[config.mk]
export PLATFORM = sky130hd
export DESIGN_NAME = lsd_top
export DESIGN_NICKNAME = d
export VERILOG_FILES = /design/src/common/lsd_pkg.sv /design/src/hdl/lsd_delay_line.sv /design/src/hdl/lsd_top.sv
export VERILOG_INCLUDE_DIRS = /design/src /design/src/common
export SDC_FILE = /design/constraint.sdc
export NUM_CORES = 1
export LEC_CHECK = 0
export BUFFER_PORTS_ARGS = -buffer_cell sky130_fd_sc_hd__buf_2
export CAP_MARGIN = 40
export CORE_MARGIN = 5
export CORE_UTILIZATION = 55
export DETAILED_ROUTE_END_ITERATION = 8
export GPL_ROUTABILITY_DRIVEN = 1
export GPL_TIMING_DRIVEN = 0
export PLACE_DENSITY = 0.76
export REMOVE_ABC_BUFFERS = 1
export SETUP_SLACK_MARGIN = 0.5
export SLEW_MARGIN = 5
export SYNTH_ARGS = -nofsm -noshare
export SYNTH_HDL_FRONTEND = slang
export SYNTH_SLANG_ARGS = --single-unit
[constraint.sdc]
create_clock -name I_CORE_CLK -period 27.9 [get_ports I_CORE_CLK]
set_input_delay 8.37 -clock I_CORE_CLK [delete_from_list [all_inputs] [get_ports I_CORE_CLK]]
set_output_delay 8.37 -clock I_CORE_CLK [all_outputs]
set_load 0.05 [all_outputs]
[src/common/lsd_regs.svh]
// constants for the serial led sink driver: sizes, status layout, timing, register map
`ifndef LSD_REGS_SVH
`define LSD_REGS_SVH

// =====================================================================
// channel and packet sizes
`define LSD_NUM_CH 16
`define LSD_GRAY_W 12
`define LSD_DOTC_W 6
`define LSD_SR_GRAY_LEN 192
`define LSD_SR_DOTC_LEN 96
`define LSD_GRAY_CNT_W 13
`define LSD_GRAY_CNT_MAX 13'h1000
`define LSD_DET_CNT_W 6

// =====================================================================
// status packet layout
`define LSD_STP_OPEN_LSB 0
`define LSD_STP_THERM_BIT 16
`define LSD_STP_DOTC_LSB 24

// =====================================================================
// timing
`define LSD_CLK_PERIOD_NS 20
`define LSD_CHAN_DELAY_NS 20
`define LSD_CHAN_DELAY_CYC ((`LSD_CHAN_DELAY_NS + `LSD_CLK_PERIOD_NS - 1) / `LSD_CLK_PERIOD_NS)
`define LSD_OPEN_DET_NS 1000
`define LSD_OPEN_DET_CYC ((`LSD_OPEN_DET_NS + `LSD_CLK_PERIOD_NS - 1) / `LSD_CLK_PERIOD_NS)

// =====================================================================
// register map, byte addresses
`define LSD_REG_CTRL 8'h00
`define LSD_REG_STATUS 8'h04
`define LSD_REG_IRQ_STAT 8'h08
`define LSD_REG_IRQ_MASK 8'h0C
`define LSD_CTRL_BLANK_BIT 0
`define LSD_STAT_THERM_BIT 16
`define LSD_STAT_MODE_BIT 17
`define LSD_STAT_ERRPIN_BIT 18
`define LSD_STAT_LATCH_BIT 19
`define LSD_IRQ_W 3
`define LSD_IRQ_THERM_BIT 0
`define LSD_IRQ_OPEN_BIT 1
`define LSD_IRQ_LATCH_BIT 2
`define LSD_CTRL_RST 1'b0
`define LSD_IRQ_MASK_RST 3'h0
`define LSD_RESP_OKAY 2'b00
`define LSD_RESP_SLVERR 2'b10

`endif

[src/common/lsd_pkg.sv]
// types shared by the serial led sink driver
`include "lsd_regs.svh"

package lsd_pkg;

    // =================================================================
    // programming mode as seen on the mode pin
    typedef enum logic [0:0] {
        LSD_MODE_GRAY = 1'b0,
        LSD_MODE_DOTC = 1'b1
    } lsd_mode_t;

    // =================================================================
    // state of the top module, apart from the reset flops and the channel delay lines
    typedef struct packed {
        logic [2:0] sclk_s;
        logic [1:0] ser_in_s;
        logic [2:0] latch_s;
        logic [1:0] mode_s;
        logic [1:0] blank_s;
        logic [2:0] pwm_s;
        logic [1:0] temp_s;
        logic [1:0] errpin_s;
        logic [`LSD_NUM_CH-1:0] lowv_a;
        logic [`LSD_NUM_CH-1:0] lowv_b;
        logic [`LSD_SR_GRAY_LEN-1:0] sr;
        logic [`LSD_NUM_CH-1:0][`LSD_GRAY_W-1:0] gray;
        logic [`LSD_NUM_CH-1:0][`LSD_DOTC_W-1:0] dotc;
        logic [`LSD_GRAY_CNT_W-1:0] gray_cnt;
        logic [`LSD_NUM_CH-1:0] raw_on;
        logic [`LSD_NUM_CH-1:0] chan_out;
        logic [`LSD_NUM_CH-1:0][`LSD_DET_CNT_W-1:0] det_cnt;
        logic therm_prev;
        logic open_prev;
        logic [`LSD_IRQ_W-1:0] irq_stat;
        logic [`LSD_IRQ_W-1:0] irq_mask;
        logic ctrl_blank;
        logic err_oe_n;
        logic err_level;
        logic ser_out;
        logic irq;
        logic aw_full;
        logic [7:0] aw_addr;
        logic w_full;
        logic [31:0] w_data;
        logic [3:0] w_strb;
        logic awready;
        logic wready;
        logic bvalid;
        logic [1:0] bresp;
        logic arready;
        logic rvalid;
        logic [1:0] rresp;
        logic [31:0] rdata;
    } lsd_state_t;

endpackage : lsd_pkg

[src/hdl/lsd_delay_line.sv]
// fixed-depth single-bit delay line used for staggered channel switching
`timescale 1ns/1ps

module lsd_delay_line #(
    parameter int DEPTH = 1
) (
    input wire logic i_clk,
    input wire logic i_rst_n,
    input wire logic i_ce,
    input wire logic i_d,
    output logic o_q
);

    typedef struct packed {
        logic [DEPTH:0] taps;
    } lsd_dly_state_t;

    lsd_dly_state_t st;
    lsd_dly_state_t next_st;
    logic [DEPTH+1:0] chain;

    // =================================================================
    // chain[k] is the input delayed by k cycles; depth 0 passes through
    always_comb begin
        chain = {st.taps, i_d};
        next_st.taps = chain[DEPTH:0];
        o_q = chain[DEPTH];
    end

    always_ff @(posedge i_clk or negedge i_rst_n) begin
        if (!i_rst_n) begin
            st <= '0;
        end else if (i_ce) begin
            st <= next_st;
        end
    end

endmodule : lsd_delay_line

[src/hdl/lsd_top.sv]
// serial led sink driver control: shift register, latches, pwm, error flags, axi-lite
//
// Summary of operation
// - each shift clock rising edge shifts the serial input into the shift register
// - host pulses latch high; registers follow shift register while latch stays high
// - all serial words travel most significant bit first
// - shift register is 96 bits in dot-correction mode, 192 in grayscale mode
// - latched grayscale data replaces current values at once, mid-cycle included
// - shift register msb drives serial output for chaining and status readback
// - open-drain error output released normally, pulled low on thermal or open flag
// - blank pin high masks open-led flags from the error output
// - thermal flag follows over-temperature input and is readable in status data
// - open flag needs channel on, detection delay elapsed, and low output voltage
// - open flags captured into status data when latch falls after high in grayscale mode
// - channel n switches on and off n times 20 ns after channel 0
// - blanking high forces outputs off and resets the grayscale counter
// - mode low selects grayscale register, high selects dot-correction register
// - dot-correction packet holds 6 bits per channel, grayscale 12 bits
// - after grayscale latch, shift register holds open flags, thermal, dot correction
`timescale 1ns/1ps
`include "lsd_regs.svh"

module lsd_top (
    input wire logic I_CORE_CLK,
    input wire logic I_RST_B,
    input wire logic I_CE,
    input wire logic I_SHIFT_CLK,
    input wire logic I_SERIAL_IN,
    input wire logic I_LATCH_STROBE,
    input wire logic I_MODE,
    input wire logic I_BLANK,
    input wire logic I_PWM_COUNT_CLOCK,
    input wire logic I_OVER_TEMP,
    input wire logic [15:0] I_LOW_VOUT,
    input wire logic I_ERROR_OUT_N,
    output logic O_ERROR_OUT_N,
    output logic O_ERROR_OUT_N_OE,
    output logic O_SERIAL_OUT,
    output logic [15:0] O_CHANNEL_OUTPUT,
    output logic O_IRQ,
    input wire logic [7:0] I_AWADDR,
    input wire logic I_AWVALID,
    output logic O_AWREADY,
    input wire logic [31:0] I_WDATA,
    input wire logic [3:0] I_WSTRB,
    input wire logic I_WVALID,
    output logic O_WREADY,
    output logic [1:0] O_BRESP,
    output logic O_BVALID,
    input wire logic I_BREADY,
    input wire logic [7:0] I_ARADDR,
    input wire logic I_ARVALID,
    output logic O_ARREADY,
    output logic [31:0] O_RDATA,
    output logic [1:0] O_RRESP,
    output logic O_RVALID,
    input wire logic I_RREADY
);

    lsd_pkg::lsd_state_t st;
    lsd_pkg::lsd_state_t next_st;
    logic rst_meta;
    logic rst_n;
    logic [`LSD_NUM_CH-1:0] dly_out;

    // =================================================================
    // reset release through two flops
    always_ff @(posedge I_CORE_CLK or negedge I_RST_B) begin
        if (!I_RST_B) begin
            rst_meta <= 1'b0;
            rst_n <= 1'b0;
        end else begin
            rst_meta <= 1'b1;
            rst_n <= rst_meta;
        end
    end

    // =================================================================
    // staggered channel delay
    // gating happens before the delay so a short blank-low window keeps its width
    for (genvar n = 0; n < `LSD_NUM_CH; n++) begin : g_dly
        lsd_delay_line #(
            .DEPTH(n * `LSD_CHAN_DELAY_CYC)
        ) u_dly (
            .i_clk(I_CORE_CLK),
            .i_rst_n(rst_n),
            .i_ce(I_CE),
            .i_d(st.raw_on[n]),
            .o_q(dly_out[n])
        );
    end

    // =================================================================
    // next-state logic
    always_comb begin
        logic sclk_rise;
        logic latch_hi;
        logic latch_fall;
        logic pwm_rise;
        logic blank;
        logic therm;
        logic any_open;
        logic [`LSD_NUM_CH-1:0] open_live;
        logic [`LSD_IRQ_W-1:0] irq_clr;
        logic [`LSD_IRQ_W-1:0] irq_ev;
        logic [31:0] status_word;
        lsd_pkg::lsd_mode_t mode;
        sclk_rise = 1'b0;
        latch_hi = 1'b0;
        latch_fall = 1'b0;
        pwm_rise = 1'b0;
        blank = 1'b0;
        therm = 1'b0;
        any_open = 1'b0;
        open_live = '0;
        irq_clr = '0;
        irq_ev = '0;
        status_word = 32'h0000_0000;
        mode = lsd_pkg::LSD_MODE_GRAY;
        next_st = st;

        // pin synchronisers; stage 0 feeds only stage 1
        next_st.sclk_s = {st.sclk_s[1:0], I_SHIFT_CLK};
        next_st.ser_in_s = {st.ser_in_s[0], I_SERIAL_IN};
        next_st.latch_s = {st.latch_s[1:0], I_LATCH_STROBE};
        next_st.mode_s = {st.mode_s[0], I_MODE};
        next_st.blank_s = {st.blank_s[0], I_BLANK};
        next_st.pwm_s = {st.pwm_s[1:0], I_PWM_COUNT_CLOCK};
        next_st.temp_s = {st.temp_s[0], I_OVER_TEMP};
        next_st.errpin_s = {st.errpin_s[0], I_ERROR_OUT_N};
        next_st.lowv_a = I_LOW_VOUT;
        next_st.lowv_b = st.lowv_a;

        sclk_rise = st.sclk_s[1] & ~st.sclk_s[2];
        latch_hi = st.latch_s[1];
        latch_fall = ~st.latch_s[1] & st.latch_s[2];
        pwm_rise = st.pwm_s[1] & ~st.pwm_s[2];
        mode = lsd_pkg::lsd_mode_t'(st.mode_s[1]);
        blank = st.blank_s[1] | st.ctrl_blank;
        therm = st.temp_s[1];

        // open-led detection per channel
        for (int n = 0; n < `LSD_NUM_CH; n++) begin
            if (!st.chan_out[n]) begin
                next_st.det_cnt[n] = '0;
            end else if (st.det_cnt[n] != `LSD_DET_CNT_W'(`LSD_OPEN_DET_CYC)) begin
                next_st.det_cnt[n] = st.det_cnt[n] + `LSD_DET_CNT_W'(1);
            end
            open_live[n] = st.chan_out[n] & st.lowv_b[n]
                & (st.det_cnt[n] == `LSD_DET_CNT_W'(`LSD_OPEN_DET_CYC));
        end
        any_open = |open_live;

        // serial shift, msb enters first and ends at the top
        if (sclk_rise) begin
            next_st.sr = {st.sr[`LSD_SR_GRAY_LEN-2:0], st.ser_in_s[1]};
        end

        // transparent latch while the strobe is high
        if (latch_hi) begin
            for (int n = 0; n < `LSD_NUM_CH; n++) begin
                if (mode == lsd_pkg::LSD_MODE_DOTC) begin
                    next_st.dotc[n] = st.sr[n*`LSD_DOTC_W +: `LSD_DOTC_W];
                end else begin
                    next_st.gray[n] = st.sr[n*`LSD_GRAY_W +: `LSD_GRAY_W];
                end
            end
        end

        // status packet replaces the grayscale bits on strobe fall
        if (latch_fall && mode == lsd_pkg::LSD_MODE_GRAY) begin
            next_st.sr = '0;
            next_st.sr[`LSD_STP_OPEN_LSB +: `LSD_NUM_CH] = open_live;
            next_st.sr[`LSD_STP_THERM_BIT] = therm;
            for (int n = 0; n < `LSD_NUM_CH; n++) begin
                next_st.sr[`LSD_STP_DOTC_LSB + n*`LSD_DOTC_W +: `LSD_DOTC_W] =
                    st.dotc[n];
            end
        end

        // active length decides which bit leaves first
        if (mode == lsd_pkg::LSD_MODE_DOTC) begin
            next_st.ser_out = next_st.sr[`LSD_SR_DOTC_LEN-1];
        end else begin
            next_st.ser_out = next_st.sr[`LSD_SR_GRAY_LEN-1];
        end

        // grayscale counter saturates so a cycle does not restart by itself
        if (blank) begin
            next_st.gray_cnt = '0;
        end else if (pwm_rise && st.gray_cnt != `LSD_GRAY_CNT_MAX) begin
            next_st.gray_cnt = st.gray_cnt + `LSD_GRAY_CNT_W'(1);
        end
        for (int n = 0; n < `LSD_NUM_CH; n++) begin
            next_st.raw_on[n] = ~blank & (st.gray_cnt < {1'b0, st.gray[n]});
        end
        next_st.chan_out = dly_out;

        // error pin, open flags hidden while blank pin is high
        next_st.err_oe_n = ~(therm | (any_open & ~st.blank_s[1]));
        next_st.err_level = 1'b0;

        // ---------------------------------------------------------- axi write
        if (I_AWVALID && st.awready) begin
            next_st.aw_full = 1'b1;
            next_st.aw_addr = I_AWADDR;
        end
        if (I_WVALID && st.wready) begin
            next_st.w_full = 1'b1;
            next_st.w_data = I_WDATA;
            next_st.w_strb = I_WSTRB;
        end
        if (st.bvalid && I_BREADY) begin
            next_st.bvalid = 1'b0;
        end
        if (st.aw_full && st.w_full && !st.bvalid) begin
            next_st.aw_full = 1'b0;
            next_st.w_full = 1'b0;
            next_st.bvalid = 1'b1;
            next_st.bresp = `LSD_RESP_OKAY;
            case ({st.aw_addr[7:2], 2'b00})
                `LSD_REG_CTRL: begin
                    if (st.w_strb[0]) begin
                        next_st.ctrl_blank = st.w_data[`LSD_CTRL_BLANK_BIT];
                    end
                end
                `LSD_REG_STATUS: begin
                end
                `LSD_REG_IRQ_STAT: begin
                    if (st.w_strb[0]) begin
                        irq_clr = st.w_data[`LSD_IRQ_W-1:0];
                    end
                end
                `LSD_REG_IRQ_MASK: begin
                    if (st.w_strb[0]) begin
                        next_st.irq_mask = st.w_data[`LSD_IRQ_W-1:0];
                    end
                end
                default: begin
                    next_st.bresp = `LSD_RESP_SLVERR;
                end
            endcase
        end
        next_st.awready = ~next_st.aw_full & ~next_st.bvalid;
        next_st.wready = ~next_st.w_full & ~next_st.bvalid;

        // ---------------------------------------------------------- axi read
        status_word[`LSD_NUM_CH-1:0] = open_live;
        status_word[`LSD_STAT_THERM_BIT] = therm;
        status_word[`LSD_STAT_MODE_BIT] = st.mode_s[1];
        status_word[`LSD_STAT_ERRPIN_BIT] = st.errpin_s[1];
        status_word[`LSD_STAT_LATCH_BIT] = latch_hi;
        if (st.rvalid && I_RREADY) begin
            next_st.rvalid = 1'b0;
        end
        if (I_ARVALID && st.arready) begin
            next_st.rvalid = 1'b1;
            next_st.rresp = `LSD_RESP_OKAY;
            case ({I_ARADDR[7:2], 2'b00})
                `LSD_REG_CTRL: begin
                    next_st.rdata = {31'h0000_0000, st.ctrl_blank};
                end
                `LSD_REG_STATUS: begin
                    next_st.rdata = status_word;
                end
                `LSD_REG_IRQ_STAT: begin
                    next_st.rdata = {29'h0000_0000, st.irq_stat};
                end
                `LSD_REG_IRQ_MASK: begin
                    next_st.rdata = {29'h0000_0000, st.irq_mask};
                end
                default: begin
                    next_st.rdata = 32'h0000_0000;
                    next_st.rresp = `LSD_RESP_SLVERR;
                end
            endcase
        end
        next_st.arready = ~next_st.rvalid;

        // ---------------------------------------------------------- interrupts
        // a new event beats a same-cycle clear
        next_st.therm_prev = therm;
        next_st.open_prev = any_open;
        irq_ev[`LSD_IRQ_THERM_BIT] = therm & ~st.therm_prev;
        irq_ev[`LSD_IRQ_OPEN_BIT] = any_open & ~st.open_prev;
        irq_ev[`LSD_IRQ_LATCH_BIT] = latch_fall;
        next_st.irq_stat = (st.irq_stat & ~irq_clr) | irq_ev;
        next_st.irq = |(next_st.irq_stat & next_st.irq_mask);
    end

    // =================================================================
    // state register; clock enable freezes everything
    always_ff @(posedge I_CORE_CLK or negedge rst_n) begin
        if (!rst_n) begin
            st <= '0;
            st.err_oe_n <= 1'b1;
            st.ctrl_blank <= `LSD_CTRL_RST;
            st.irq_mask <= `LSD_IRQ_MASK_RST;
        end else if (I_CE) begin
            st <= next_st;
        end
    end

    // =================================================================
    // outputs
    assign O_ERROR_OUT_N = st.err_level;
    assign O_ERROR_OUT_N_OE = st.err_oe_n;
    assign O_SERIAL_OUT = st.ser_out;
    assign O_CHANNEL_OUTPUT = st.chan_out;
    assign O_IRQ = st.irq;
    assign O_AWREADY = st.awready;
    assign O_WREADY = st.wready;
    assign O_BRESP = st.bresp;
    assign O_BVALID = st.bvalid;
    assign O_ARREADY = st.arready;
    assign O_RDATA = st.rdata;
    assign O_RRESP = st.rresp;
    assign O_RVALID = st.rvalid;

endmodule : lsd_top

# After elaboration in Yosys (flattened, before gate mapping)
# Cells that the tools add are included.
# word_totals
ff_bits	893
wordCells	363
out_inout_bits	61
inputBits	84
# classes
muxes	56
n_reduce_logical	43
n_eq_ne	55
n_bitwise	75
add_sub_neg	17
n_lt_le_gt_ge	16
# op_table
operator	n
$mux 192	2
$lt 13x12->1	16
$mux 6	32
$add 6x1->6 const B	16
$eq 6x6->1 const B	16
$ne 6x6->1 const B	16
$pmux 20 s4	1
$and 1x1->1	56
$reduce_and 2->1	22
$mux 37	1
$mux 35	1
$ne 2x1->1 const B	16
$mux 13	2
$eq 6x2->1 const B	4
$mux 3	6
$reduce_or 16->1	1
$add 13x1->13 const B	1
$ne 13x13->1 const B	1
$not 1->1	13
$eq 6x1->1 const B	2
$logic_not 6->1	2
$logic_and 1x1->1	9
$mux 9	1
$reduce_or 4->1	2
12 further kinds	23

# Depth between registers and ports, before layout
# depth
ltp_word	8
ltp_mapped	9
ltp_nobuf	8

# Hierarchy
# A second synthesis with hierarchy kept.
# unflattened
hier_cells	3294
area_unflattened_um2	39101.3
# by_module_without_submodules
mod	seq_area_each_um2	area_each_um2	n_inst	cells_per_inst
lsd_top	18143.7	34302.9	1	3042
lsd_delay_line at g_dly[15].u_dly	375.4	613.1	1	32
lsd_delay_line at g_dly[13].u_dly	325.3	520.5	1	27
lsd_delay_line at g_dly[14].u_dly	350.3	519.2	1	29
lsd_delay_line at g_dly[12].u_dly	300.3	484.2	1	25
lsd_delay_line at g_dly[11].u_dly	275.3	447.9	1	23
lsd_delay_line at g_dly[10].u_dly	250.2	411.6	1	21
lsd_delay_line at g_dly[9].u_dly	225.2	371.6	1	19
lsd_delay_line at g_dly[8].u_dly	200.2	331.6	1	17
lsd_delay_line at g_dly[7].u_dly	175.2	291.5	1	15
lsd_delay_line at g_dly[6].u_dly	150.1	251.5	1	13
lsd_delay_line at g_dly[5].u_dly	125.1	181.4	1	10
lsd_delay_line at g_dly[4].u_dly	100.1	145.1	1	8
lsd_delay_line at g_dly[3].u_dly	75.1	108.9	1	6
+3 rows	n/a	n/a	n/a	n/a

# Worst setup path after synthesis
# Ideal clock, no wire load.
# synth_path
path_kind	input to register
startpoint	input I_CE
endpoint	register st[91] (netlist name)
path_stages	5
t_arrival_ns	9.640
setup_slack_ns	18.136
path_buffers	1
required_ns	27.775
setup_time_ns	0.125
path_cell_list	buf_2 inv_2 or4_1 nor4_1 mux2_2
# synth_between
elab_chain_cells	1
# synth_lines
item	line	rtl
from (decl)	lsd_top.sv:26	input wire logic I_CE,
$reduce_and 4->1 (no line)	n/a	
to (signal assigned)	lsd_top.sv:300	st <= next_st;
to (decl)	lsd_top.sv:60	lsd_pkg::lsd_state_t st;
# Every way passes these cells.
# A chain may end at the register's enable or synchronous reset.

# Worst setup path after layout
# layout_path
startpoint	input I_CE
endpoint	register st[240] (netlist name)
# layout_between
elab_chain_cells	1
# layout_lines
item
$reduce_and 2->1 (no line)
# Every way passes these cells.

==> impl_metrics.csv <==
group,metric,value,unit
status,status,"completed",
setup_path,critical_path_arrival,11.30,ns
power,power.density,85.2,nW/um^2
timing,min_period_over_period,38.7,%
cts,cts-resized-gates,0,
global_routing,grt_pass1_wl,140,mm
finish,fin_nets,3632,
floorplanning,die_h,276,um
setup_path,max_stage_delay,0.56,ns
floorplanning,rows,97,
setup_path,cp-endpoint,"st[240]",
detailed_routing,wl_per_cell,19.6,um
placed_design,placed_cell_area,40900,sq um
yosys,synth_edf_count,0,
placed_design,io_buffers,93,
timing,setup_slack,17.10,ns
run,maxCapViolCount,0,
yosys,yosysSeqAreaShare,54.4,%
yosys,yosys_register_bits,845,
power,leakage,20.3,nW
cts,clock_sinks,845,
cts,clkLatencyLatePin,0.62,ns
global_routing,grt_max_degree,121,
yosys,syn_area,38900,sq um
setup_path,timing.rr.end,"st[661]",
timing,timing.slew.headroom,42.1,%
timing,hold_viol_final,0,
finish,utilization,62.5,%
detailed_routing,drt-total-wl,85.2,mm
detailed_routing,dr.first_iter.drc_count,1893,
cts,clkTransAtPathRegs,0.06,ns
yosys,yosysUniqueCellTypes,69,
floorplanning,die-width,276,um
setup_path,cpMaxStageDelayCell,"nor2_1",
power,ir_drop,0.0825,mV
setup_path,reg2reg_slack,24.52,ns
cts,cts_tree,"built",
finish,final.fill_count,5198,
detailed_routing,vias,25700,
detailed_routing,dr.pass1.iters,5,
cts,cts_buffers,83,
yosys,syn_area_per_cell,11.8,sq um
detailed_routing,ant_nets,0,
setup_path,startpoint,"I_CE",
cts,cts_max_path_buffers,3,
timing,worstMarginPinSlew,0.858,ns
timing,period_minus_slack,10.80,ns
yosys,yosys_warnings,0,
timing,rsz0062_at_grt,"false",
setup_path,end_kind,"register",
finish,multi_input_area,15900,sq um
global_routing,grt_overflow_total,0,
finish,design_area,43700,sq um
setup_path,crit_family,"buffers and inverters",
yosys,syn_inst,3291,
placed_design,place_congestion,0.785,
floorplanning,coreArea,70000,sq um
setup_path,cp_cell_sequence,"buf_8, buf_16, inv_4, buf_16, nor2_1, buf_4, o2111ai_2, nor3_1, xnor2_1, nor2_1",
timing,setup_violations,0,
floorplanning,num_io_pins,145,
detailed_routing,via_per_inst,5.91,
detailed_routing,drc_errors,0,
floorplanning,dieArea,76100,sq um
placed_design,place_ws,16.64,ns
global_routing,grt_usage,22.6,%
finish,syn_to_final_growth,12.6,%
placed_design,place_hpwl,55.1,mm
setup_path,reg2reg_from,"st[763]",
placed_design,dpl.cell_count,4193,
setup_path,cp-start-kind,"primary input",
finish,seq_area,21200,sq um
setup_path,rr_worst_depth,7,
timing,finClkSkew,0.0299,ns
setup_path,path_max_fanout,116,
finish,drive_gt1_share,23.1,%
hold_path,min_path_type,"reg -> reg",
setup_path,cp_num_buf_inv,5,
setup_path,worstPathRequired,28.40,ns
finish,stdcell_count,4339,
setup_path,path_class,"in -> reg",
timing,drv_slew,0,
cts,root_buffer,"clkbuf_16",
floorplanning,initial_core_util,55.5,%
global_routing,first_global_vias,26400,
timing,fmax,92.6,MHz
finish,antennaDiodeCount,0,
yosys,synth_ff_type,"dfrtp_1",
yosys,async_flop_share,100,%
cts,cts_setup_buffers,0,
cts,htreeDepth,3,
global_routing,antenna_found_initial,0,
cts,postCtsHoldBufs,0,
setup_path,cp_num_cells,10,
timing,hold_ws,0.352,ns
## sequential cells by signal, summed over array words and instances (netlist names)
name and flops:
g_dly.u_dly.st 120, st 649, O_ERROR_OUT_N_OE 1, O_AWREADY 1, O_BRESP 1, rst_n 1, rst_meta 1, next_st 28
O_RRESP 1, O_BVALID 1, O_RVALID 1, O_SERIAL_OUT 1, O_WREADY 1, O_IRQ 1, O_ARREADY 1, O_RDATA 20
O_CHANNEL_OUTPUT 16
## worst min path at each step
stage	cells past startpoint	slack, ns	startpoint	endpoint
floorplan	0	0.33	rst_meta	rst_n
global placement	0	0.34	rst_meta	rst_n
CTS	0	0.35	rst_meta	rst_n
global route	0	0.37	rst_meta	rst_n
detailed placement	0	0.34	rst_meta	rst_n
finish	0	0.35	rst_meta	rst_n
## cells by family (layout without fill, tap and decap cells)
kind of cell	count (synthesis)	after routing	share of synthesized area (%)
xor gates and xnor gates	7	7	0.158
buffers and inverters	432	526	4.89
other	2	16	0.0193
muxes	499	499	14.4
adders and majority gates	210	210	6.76
AOI/OAI and AO/OA	679	679	11.7
and+or+nand+nor	617	617	7.67
DFF	845	845	54.4
## layer usage
metal | vias up | track usage (%) | wire length, um
li1 | 11800 | - | -
met1 | 13200 | 30.8 | 37100
met2 | 552 | 38.0 | 41900
met3 | 143 | 3.27 | 3880
met4 | 0 | 7.07 | 2410
met5 | - | 0 | 0
## through the flow
step | setup TNS (ns) | power, mW
final | 0 | 3.73
after global placement | -5913.65 | 2.54
after floorplan | 0 | 2.33
after CTS | 0 | 3.75
after global routing | 0 | 3.93
after detailed placement | 0 | 2.58
## cell usage after synthesis (all sizes together) (45+ instances only)
cell type  count  area share (%)
o21ai        114             1.5
a22o          99             2.2
inv          232             2.2
dfrtp        844              54
nand2        179             1.7
a21oi        170             2.2
o22ai         98             1.6
a21o          66             1.3
nor2         193             1.9
mux2         479              14
nor3          45            0.58
buf          136             2.0
ha           210             6.8
nand3         62            0.81
clkbuf        64            0.62
## cell usage in the layout, fill, tap and decap left out, drive strengths merged, types with 20 or more instances in the layout
master,Yosys,routed
dfrtp,844,844
a22o,99,99
o21ai,114,114
nand2b,21,21
o2bb2ai,25,25
inv,232,232
o31ai,20,20
nand2,179,179
nor3,45,45
mux2,479,479
nor2,193,193
o22ai,98,98
a21o,66,66
clkbuf,64,122
nor2b,22,22
nand4,35,35
nand3,62,62
a21oi,170,170
ha,210,210
buf,136,147
## final cells by class
class	count	share of cell area [%]
clock buffers	122	5.62
clock inverters	24	0.784
inverters	232	2.00
multi-input cells	2028	36.5
flip-flops and latches	845	48.3
well taps	940	2.69
repair buffers	148	4.12
## power breakdown
group	leakage, nW	switching [mW]	internal, mW	total (mW)
clock network	1.37	0.467	0.683	1.15
logic	8.56	0.385	0.371	0.756
registers	10.4	0.266	1.55	1.82
total	20.3	1.12	2.61	3.73
(Power assumes the default switching activity.)
